==> config.mk <==
export PLATFORM = sky130hd
export DESIGN_NAME = asw_ctrl
export DESIGN_NICKNAME = d
export VERILOG_FILES = /design/src/core/asw_sync2.v /design/src/core/asw_ctrl.v
export VERILOG_INCLUDE_DIRS = /design/src /design/src/core
export SDC_FILE = /design/constraint.sdc
export NUM_CORES = 1
export LEC_CHECK = 0
export ABC_CLOCK_PERIOD_IN_PS = 3200
export BUFFER_PORTS_ARGS = -buffer_cell sky130_fd_sc_hd__buf_2
export CORE_MARGIN = 1.5
export CORE_UTILIZATION = 50
export DETAILED_ROUTE_END_ITERATION = 10
export PLACE_DENSITY = 0.84
export SYNTH_ARGS = -nofsm -noshare
export SYNTH_HDL_FRONTEND = slang
export SYNTH_SLANG_ARGS = --single-unit
==> constraint.sdc <==
create_clock -name clk_sys_i -period 3.2 [get_ports clk_sys_i]
set_input_delay 0.32 -clock clk_sys_i [delete_from_list [all_inputs] [get_ports clk_sys_i]]
set_output_delay 0.32 -clock clk_sys_i [all_outputs]
set_load 0.02 [all_outputs]
==> src/core/asw_defs.vh <==
// Constants for the host-side controller of the asynchronous word/byte memory.
// Assumes a 40 MHz system clock (25 ns period); all counts derive from it.
`ifndef ASW_DEFS_VH
`define ASW_DEFS_VH

`define ASW_CLK_PERIOD_NS    25
`define ASW_ADDR_W           19
`define ASW_DATA_W           16

// Grade 0 is the 55 ns part, grade 1 the 70 ns part.
`define ASW_RC_NS_G0         55
`define ASW_RC_NS_G1         70
`define ASW_AA_NS_G0         55
`define ASW_AA_NS_G1         70
`define ASW_WC_NS_G0         55
`define ASW_WC_NS_G1         70
`define ASW_WP_NS_G0         40
`define ASW_WP_NS_G1         55
`define ASW_CW_NS_G0         45
`define ASW_CW_NS_G1         60
`define ASW_DW_NS_G0         20
`define ASW_DW_NS_G1         30
`define ASW_HZ_NS_G0         20
`define ASW_HZ_NS_G1         25
`define ASW_WR_NS            0
`define ASW_AS_NS            0
`define ASW_DH_NS            0
`define ASW_RDR_MS           5

// Least times round up to whole cycles, never below one.
`define ASW_CEIL(ns)   ((((ns) + `ASW_CLK_PERIOD_NS - 1) / `ASW_CLK_PERIOD_NS) < 1 ? 1 : \
                        (((ns) + `ASW_CLK_PERIOD_NS - 1) / `ASW_CLK_PERIOD_NS))
`define ASW_RDR_CYC    ((`ASW_RDR_MS * 1000000 + `ASW_CLK_PERIOD_NS - 1) / `ASW_CLK_PERIOD_NS)

`endif

==> src/core/asw_sync2.v <==
// Two-flop synchroniser for pin inputs, WIDTH bits wide.
// Assumes the data is stable long enough to be sampled by clk_sys_i.
`timescale 1ns/100ps
module asw_sync2 #(
    parameter WIDTH = 16
) (
    input  wire             clk_sys_i,
    input  wire             reset_n_i,
    input  wire             clk_en_i,
    input  wire [WIDTH-1:0] async_i,
    output reg  [WIDTH-1:0] sync_o
);
    reg [WIDTH-1:0] stage1;

    always @(posedge clk_sys_i or negedge reset_n_i) begin
        if (!reset_n_i) begin
            stage1 <= {WIDTH{1'b0}};
            sync_o <= {WIDTH{1'b0}};
        end else if (clk_en_i) begin
            stage1 <= async_i;
            sync_o <= stage1;
        end
    end
endmodule // asw_sync2

==> src/core/asw_ctrl.v <==
// Host controller that drives an asynchronous 512K x 16 memory through its pins.
// Assumes one request port on clk_sys_i and the memory data bus resolved outside.
// Accesses are never pipelined: throughput is one word per access cycle plus the
// float gap, which was traded for a controller that cannot clash on the bus.
//
// Behaviour
// - Host holds every pin at valid level; the host drives the data pins only during writes.
// - Write spans select and strobe low overlap.
// - Write pulse 40 ns, cycle 55 ns.
// - Select, address, lanes 45 ns before end.
// - Data 20 ns before end, zero hold.
// - Address valid by write start.
// - Address may change at write end.
// - 70 ns grade uses longer limits.
// - Hold select high; wait 5 ms after recovery.
`timescale 1ns/100ps
`include "asw_defs.vh"
module asw_ctrl #(
    parameter ADDR_W  = `ASW_ADDR_W,
    parameter DATA_W  = `ASW_DATA_W,
    parameter GRADE70 = 0,
    parameter RDR_CYC = `ASW_RDR_CYC
) (
    input  wire              clk_sys_i,
    input  wire              reset_n_i,
    input  wire              clk_en_i,
    input  wire              retain_i,
    input  wire              req_valid_i,
    input  wire              req_write_i,
    input  wire [ADDR_W-1:0] req_addr_i,
    input  wire [DATA_W-1:0] req_wdata_i,
    input  wire [1:0]        req_lanes_i,
    output reg               req_ready_o,
    output reg               rsp_valid_o,
    output reg  [DATA_W-1:0] rsp_rdata_o,
    output reg               ready_o,
    output reg  [ADDR_W-1:0] word_address_o,
    output reg               select_n_o,
    output reg               output_gate_n_o,
    output reg               write_strobe_n_o,
    output reg               low_lane_n_o,
    output reg               high_lane_n_o,
    input  wire [DATA_W-1:0] data_bus_i,
    output reg  [DATA_W-1:0] data_bus_o,
    output reg               data_bus_oe_n_o
);
    // Pin-referenced timing in clock cycles, grade chosen by parameter.
    // Every least time is rounded up to whole cycles, so a slower system clock only
    // lengthens accesses; it never cuts a minimum that the memory needs.
    localparam integer RD_CYC  = GRADE70 ? `ASW_CEIL(`ASW_AA_NS_G1) : `ASW_CEIL(`ASW_AA_NS_G0);
    localparam integer SYN_CYC = 2;
    localparam integer WP_CYC  = GRADE70 ? `ASW_CEIL(`ASW_CW_NS_G1) : `ASW_CEIL(`ASW_CW_NS_G0);
    localparam integer HZ_CYC  = GRADE70 ? `ASW_CEIL(`ASW_HZ_NS_G1) : `ASW_CEIL(`ASW_HZ_NS_G0);
    localparam integer RC_CYC  = GRADE70 ? `ASW_CEIL(`ASW_RC_NS_G1) : `ASW_CEIL(`ASW_RC_NS_G0);
    localparam integer WC_CYC  = GRADE70 ? `ASW_CEIL(`ASW_WC_NS_G1) : `ASW_CEIL(`ASW_WC_NS_G0);
    localparam integer WPS_CYC = GRADE70 ? `ASW_CEIL(`ASW_WP_NS_G1) : `ASW_CEIL(`ASW_WP_NS_G0);
    localparam integer DW_CYC  = GRADE70 ? `ASW_CEIL(`ASW_DW_NS_G1) : `ASW_CEIL(`ASW_DW_NS_G0);
    localparam integer WLOW    = (WP_CYC > WPS_CYC) ? WP_CYC : WPS_CYC;
    localparam integer WLOW2   = (WLOW > DW_CYC) ? WLOW : DW_CYC;
    // Wide enough for the recovery count at 40 MHz; a faster clock may need more bits.
    localparam integer CNT_W   = 24;

    localparam [2:0] ST_RECOV = 3'h0;
    localparam [2:0] ST_IDLE  = 3'h1;
    localparam [2:0] ST_READ  = 3'h2;
    localparam [2:0] ST_WRITE = 3'h3;
    localparam [2:0] ST_GAP   = 3'h4;
    localparam [2:0] ST_RET   = 3'h5;

    reg  [2:0]       state;
    reg  [2:0]       next_state;
    reg  [CNT_W-1:0] cnt;
    reg  [CNT_W-1:0] next_cnt;
    reg              was_write;
    wire [DATA_W-1:0] rd_sync;

    // Read data leaves the memory's timing domain, so it is synchronised first.
    asw_sync2 #(.WIDTH(DATA_W)) u_rd_sync (
        .clk_sys_i (clk_sys_i),
        .reset_n_i (reset_n_i),
        .clk_en_i  (clk_en_i),
        .async_i   (data_bus_i),
        .sync_o    (rd_sync)
    );

    always @* begin
        next_state = state;
        next_cnt   = cnt;
        case (state)
            ST_RECOV: begin
                // Accesses resume only after the retention recovery time.
                if (retain_i) begin
                    next_state = ST_RET;
                end else if (cnt >= RDR_CYC[CNT_W-1:0]) begin
                    next_state = ST_IDLE;
                    next_cnt   = {CNT_W{1'b0}};
                end else begin
                    next_cnt = cnt + 1'b1;
                end
            end
            ST_IDLE: begin
                // Retention wins over a request, so select never falls while
                // the supply is about to drop.
                if (retain_i) begin
                    next_state = ST_RET;
                end else if (req_valid_i) begin
                    next_state = req_write_i ? ST_WRITE : ST_READ;
                    next_cnt   = {CNT_W{1'b0}};
                end
            end
            ST_READ: begin
                // Data sampled after access time plus synchroniser latency.
                // The two synchroniser cycles are paid on every read because the
                // memory answers on no clock of ours.
                if (cnt >= RD_CYC[CNT_W-1:0] + SYN_CYC[CNT_W-1:0]) begin
                    next_state = ST_GAP;
                    next_cnt   = {CNT_W{1'b0}};
                end else begin
                    next_cnt = cnt + 1'b1;
                end
            end
            ST_WRITE: begin
                // Overlap held for the longest of pulse, select and data set-up.
                if (cnt >= WLOW2[CNT_W-1:0] - 1'b1) begin
                    next_state = ST_GAP;
                    next_cnt   = {CNT_W{1'b0}};
                end else begin
                    next_cnt = cnt + 1'b1;
                end
            end
            ST_GAP: begin
                // Float time and cycle time pass before the next access.
                // Waiting out the float time keeps two drivers off the bus at once.
                if (cnt >= HZ_CYC[CNT_W-1:0] +
                        (was_write ? WC_CYC[CNT_W-1:0] : RC_CYC[CNT_W-1:0])) begin
                    next_state = ST_IDLE;
                    next_cnt   = {CNT_W{1'b0}};
                end else begin
                    next_cnt = cnt + 1'b1;
                end
            end
            ST_RET: begin
                // Select stays high while supply is low.
                if (!retain_i) begin
                    next_state = ST_RECOV;
                    next_cnt   = {CNT_W{1'b0}};
                end
            end
            default: begin
                next_state = ST_IDLE;
                next_cnt   = {CNT_W{1'b0}};
            end
        endcase
    end

    always @(posedge clk_sys_i or negedge reset_n_i) begin
        if (!reset_n_i) begin
            state            <= ST_RECOV;
            cnt              <= {CNT_W{1'b0}};
            was_write        <= 1'b0;
            req_ready_o      <= 1'b0;
            rsp_valid_o      <= 1'b0;
            rsp_rdata_o      <= {DATA_W{1'b0}};
            ready_o          <= 1'b0;
            word_address_o   <= {ADDR_W{1'b0}};
            select_n_o       <= 1'b1;
            output_gate_n_o  <= 1'b1;
            write_strobe_n_o <= 1'b1;
            low_lane_n_o     <= 1'b1;
            high_lane_n_o    <= 1'b1;
            data_bus_o       <= {DATA_W{1'b0}};
            data_bus_oe_n_o  <= 1'b1;
        end else if (clk_en_i) begin
            state       <= next_state;
            cnt         <= next_cnt;
            rsp_valid_o <= 1'b0;
            ready_o     <= (next_state == ST_IDLE);
            req_ready_o <= (next_state == ST_IDLE) && !retain_i;
            if (state == ST_IDLE && next_state != ST_IDLE && next_state != ST_RET) begin
                // Address, lanes and data set up together with the start.
                was_write        <= req_write_i;
                req_ready_o      <= 1'b0;
                word_address_o   <= req_addr_i;
                select_n_o       <= 1'b0;
                low_lane_n_o     <= ~req_lanes_i[0];
                high_lane_n_o    <= ~req_lanes_i[1];
                output_gate_n_o  <= req_write_i;
                write_strobe_n_o <= ~req_write_i;
                data_bus_o       <= req_wdata_i;
                data_bus_oe_n_o  <= ~req_write_i;
            end else if (state == ST_READ && next_state == ST_GAP) begin
                rsp_rdata_o     <= rd_sync;
                rsp_valid_o     <= 1'b1;
                select_n_o      <= 1'b1;
                output_gate_n_o <= 1'b1;
                low_lane_n_o    <= 1'b1;
                high_lane_n_o   <= 1'b1;
            end else if (state == ST_WRITE && next_state == ST_GAP) begin
                // Strobe and select rise together; data is released a cycle later
                // which costs nothing since hold is zero.
                select_n_o       <= 1'b1;
                write_strobe_n_o <= 1'b1;
                low_lane_n_o     <= 1'b1;
                high_lane_n_o    <= 1'b1;
                rsp_valid_o      <= 1'b1;
            end else if (state == ST_GAP) begin
                data_bus_oe_n_o <= 1'b1;
            end
        end
    end
endmodule // asw_ctrl

# After elaboration in Yosys (flattened, before gate mapping)
# Index checks and enable logic that the tools add are counted.
# Widths: inputs -> output; s select.
# totals
regBits,119
inputBits,59
output_inout_bits,60
# op_classes
n_addsub,1
order_cmp,4
n_eq_ne,15
mux,36
bitwise,4
n_reduce_logical,18
# op_table
operator,count
$mux 24,8
$pmux 24 s6,1
$ge 24x3->1 const B,2
$add 24x1->24 const B,1
$ge 24x1->1 const B,1
$ge 24x18->1 const B,1
$mux 3,8
$mux 1,18
$pmux 3 s6,1
$ne 2x2->1 const B,6
$eq 3x3->1 const B,3
$eq 3x1->1 const B,2
$eq 3x2->1 const B,2
$reduce_and 2->1,3
$reduce_and 3->1,2
$reduce_bool 2->1,3
$logic_and 1x1->1,5
$reduce_and 5->1,1
$not 1->1,4
$reduce_and 4->1,1
$logic_not 3->1,1
$ne 3x1->1 const B,1
$ne 3x3->1 const B,1
$reduce_bool 3->1,1
$logic_not 1->1,1

# Longest topological paths before layout
# logic_depth
word_depth,9
depth_mapped,10
mapped_depth_nobuf,8

# Cells and area by module
# Synthesis repeated with hierarchy kept, for this count alone.
# hier_totals
cells_unflattened,492
hier_area_um2,5410.2
# modules_own_cells
mod,n_inst,cells_per_inst,area_per_inst_um2,seq_area_each_um2
asw_ctrl,1,424,4065.1,2184.6
asw_sync2,1,68,1345.0,800.8

# Least setup slack after synthesis
# Ideal clock, no wire load.
# synth_path
path_type,flip-flop to flip-flop
start,register cnt[0]
end,register cnt[17]
setup_time_ns,0.072
arrival_ns,1.896
required_ns,3.128
setup_slack_ns,1.232
stages_incl_launch_ff,11
n_path_buf,2
period_less_slack_ns,1.968
cell_sequence,dfrtp_1 inv_1 ha_1 nand2b_4 maj3_2 o32ai_2 a22oi_2 and2_1 buf_6 buf_6 nor2_1
# synth_via
elab_chain_cells,4
# synth_lines
item,line_no,source
"start, declared",asw_ctrl.v:72,reg [CNT_W-1:0] cnt;
"start signal, assigned",asw_ctrl.v:159,cnt <= {CNT_W{1'b0}};
"start signal, assigned",asw_ctrl.v:175,cnt <= next_cnt;
$add 24x1->24 or $ge 24x18->1 (tied branches),--,
$mux 24,asw_ctrl.v:94,end else if (cnt >= RDR_CYC[CNT_W-1:0]) begin
$mux 24,asw_ctrl.v:92,if (retain_i) begin
$pmux 24 s6 (*),asw_ctrl.v:89,case (state)
# Every way passes the cells marked *; elsewhere a longest branch is shown, timed or not. The select of a mux whose other input is x is not followed.
# A chain may end at the register's enable or synchronous reset.

# Final worst setup path
# layout_path
start,register cnt[4]
end,register req_ready_o
# layout_via
elab_chain_cells,8
# layout_lines
item,line_no,source
$ge 24x18->1,asw_ctrl.v:94,
$mux 3,asw_ctrl.v:94,
$mux 3,asw_ctrl.v:92,
$pmux 3 s6 (*),asw_ctrl.v:89,
$ne 3x1->1,asw_ctrl.v:179,if (state == ST_IDLE && next_state != ST_IDLE && next_state != ST_RET) begin
$logic_and 1x1->1 (2 in series),asw_ctrl.v:179,
$mux 1 (*),asw_ctrl.v:179,
"end signal, assigned",asw_ctrl.v:178,req_ready_o <= (next_state == ST_IDLE) && !retain_i;
"end, declared",asw_ctrl.v:33,"output reg req_ready_o,"
# Every way passes the cells marked *; elsewhere a longest branch is shown, timed or not.

==> results.cfg <==
[finish]
drive_gt1_share_pct = 49.8
postLayoutCoreUtil_pct = 63.8
layout_common_cells = buf_2, dfrtp_1, mux2_2, nor2_1, clkbuf_16
syn_to_final_growth_pct = 24.9
diodes = 0
nets = 594
multi_input_area_mm2 = 0.00210
layout_commonest_cell = buf_2
finalInstanceArea_mm2 = 0.00656
seqCellArea_mm2 = 0.00299
n_fill_cell = 781

[pwr]
power_leakage_nw = 3.18
peakVddDrop_uv = 494
power_density_mw_per_mm2 = 843

[timing]
fin_crit_sh_pct = 71.2
slew_headroom_pct = 47.1
tightest_slew_ps = 794
min_period_ps = 2280
setup_viol = 0
finalSetupTns_ps = 0
slew_violations = 0
fmax_ghz = 0.439
finalClockSkew_ps = 10.0
rsz0062_at_grt = no
hold_viol_final = 0

[logic_synthesis]
synth_seq_cells = 119
synth-simple-area-share_pct = 12.7
synth_adder_area_share_pct = 1.17
yosys_warnings = 0
synthXorXnorAreaFrac_pct = 1.83
synthArstFlopShare_pct = 100
postSynthAreaPerCell_um2 = 13.0
ys_seq_area_share_pct = 56.8
yosys_most_used_dff = dfrtp_1
netlist_area_mm2 = 0.00525
synth_compound_area_share_pct = 5.76
synth-edff-count = 0
synthCells = 404
synth_top_family_by_area = multiplexers
synth_cell_types = 62
synth_top_area_share_pct = 53.8
synth_mux_area_share_pct = 18.4
yosysTopAreaCell = dfrtp_1
synth.net_count = 467
netlist_top_cells_area = dfrtp_1, mux2_2, dfstp_2, nor2_1, xnor2_1

[clocking]
clk_latency_ps = 510
cts.sinks = 119
path_clk_slew_ps = 60
cts_tree = yes
cts-buffers-inserted = 17
htree_levels = 4
cts_resized = 0
clockBufferDepth = 2
cts_root_buf = clkbuf_8

[floorplanning]
coreArea_mm2 = 0.0103
ioPinCount = 119
initial_core_util_pct = 51.1
die_w_um = 106
die-area_mm2 = 0.0111
fp.dieH_um = 106
rows = 37

[routing]
drtPass1Iterations = 5
route.final.wire_length_mm = 10.6
first_iter_violations = 180
wl_per_cell_um = 15.6
drc = 0
vias_per_cell = 5.36
num_vias = 3643
ant_nets = 0

[grt]
grt_max_degree = 66
grt-ovfl-total = 0
grt_pass1_wl_mm = 17.9
antenna_found_initial = 0
grt_pass1_vias = 3783
globalRouteTotalUtil_pct = 20.5

[placement]
io_buffers = 118
dp_hpwl_mm = 7.31
gp_congestion = 0.891
dpl_cell_area_mm2 = 0.00593

[critical_path]
critPathCaptureType = register
worst_path_largest_cell_delay_ps = 450
worstPathCellList = nor4_1 -> and4_2 -> nand4_1 -> a221oi_1 -> nand3_1 -> o2bb2ai_1
reg2regPathDepth = 6
r2r_end = req_ready_o
cp_data_required_time_ps = 3620
critPathMaxFanout = 5
ff2ff_setup_slack_ps = 920
critPathSlowestCell = a221oi_1
path_class = register to register
crit_path_start_kind = register
arrival_ps = 2700
r2r-start = cnt[4]

[min_path]
holdPathStages = 2
min_to = word_address_o[18]
hp-start = req_addr_i[18]
hold_path_class = input pin to register

[run]
cap_violations = 0

[status]
status = complete, no violations
[per-layer routing]
layer	part of all wire, %	global-route usage [%]	wire length, um
met4	1.2	6.95	130
met1	43	24.5	4570
met2	50	35.1	5340
met5	0	0	0
met3	5.5	6.62	588
[area by class of cell]
type	count	share of cell area [%]
flip-flops and latches	119	45.5
multi-input cells	257	32.0
repair buffers	128	10.3
clock buffers	18	6.52
clock inverters	14	2.65
well taps	136	2.59
inverters	8	0.458
[metrics by stage]
stage	power [mW]	cells	setup slack, ps	hold slack (ps)
after floorplan	3.20	404	1230	24.4
after global placement	3.60	645	1060	444
after detailed placement	3.66	645	978	460
after CTS	5.58	680	942	29.5
after global routing	5.82	680	733	19.3
final	5.53	680	921	40.9
[kinds of logic after synthesis]
logic type / after synthesis
multiplexers: 86
buffers and inverters: 28
XOR/XNOR: 11
AO/OA/AOI/OAI: 44
flip-flops: 119
AND/OR/NAND/NOR: 111
adder cells (fa/ha/maj): 5
[Yosys cell counts (2+ instances only)]
library cell and count:
ha_1 4, buf_6 6, o21ai_0 11, nor4_4 2, a22o_1 4, nand2b_4 2
o21bai_1 2, a21oi_1 7, mux2_2 85, nand2_1 15, and3_1 6, dfstp_2 6
xnor2_1 11, and3_2 3, nand4_1 5, nor3_1 5, clkbuf_1 5, inv_1 7
nand2b_1 2, a31oi_1 6, buf_2 5, nand3_1 6, nor2b_1 4, nor4b_1 2
dfrtp_1 113, nor2_1 34, nor4_1 11
[power by group]
group | internal, mW | total (mW) | switching (mW)
Sequential | 1.89 | 2.11 | 0.221
Clock | 1.21 | 1.89 | 0.678
Combinational | 0.648 | 1.53 | 0.881
[flip-flops by register name, indices dropped and copies added, names as in the netlist]
| name | cells |
|---|---|
| cnt | 24 |
| word_address_o | 19 |
| data_bus_o | 16 |
| rsp_rdata_o | 16 |
| u_rd_sync.stage1 | 16 |
| u_rd_sync.sync_o | 16 |
| state | 3 |
| data_bus_oe_n_o | 1 |
| high_lane_n_o | 1 |
| low_lane_n_o | 1 |
| output_gate_n_o | 1 |
| ready_o | 1 |
| req_ready_o | 1 |
| rsp_valid_o | 1 |
| select_n_o | 1 |
| write_strobe_n_o | 1 |
[worst max-delay path, delay by kind of cell, from the launching register on]
family,cells,cell delay (ps)
AOI/OAI and AO/OA,2,660
DFF,1,420
and+or+nand+nor,4,1110
[how the worst max path moves through the flow]
stage / endpoint / slack [ps] / cells past startpoint / startpoint
after floorplan: cnt[17] / 1230 / 10 / cnt[0]
after global placement: rsp_rdata_o[11] / 1060 / 4 / clk_en_i
after detailed placement: cnt[13] / 980 / 8 / cnt[0]
after CTS: cnt[14] / 940 / 8 / cnt[1]
after global routing: cnt[14] / 730 / 8 / cnt[0]
final: req_ready_o / 920 / 6 / cnt[4]
[repair_timing]
item | 4_1_cts | 5_1_grt
setup buffers | 0 | 0
endpoints found under the hold margin | 63 | 0
hold buffers | 3 | 0
Power figures use the tool's default switching activity.
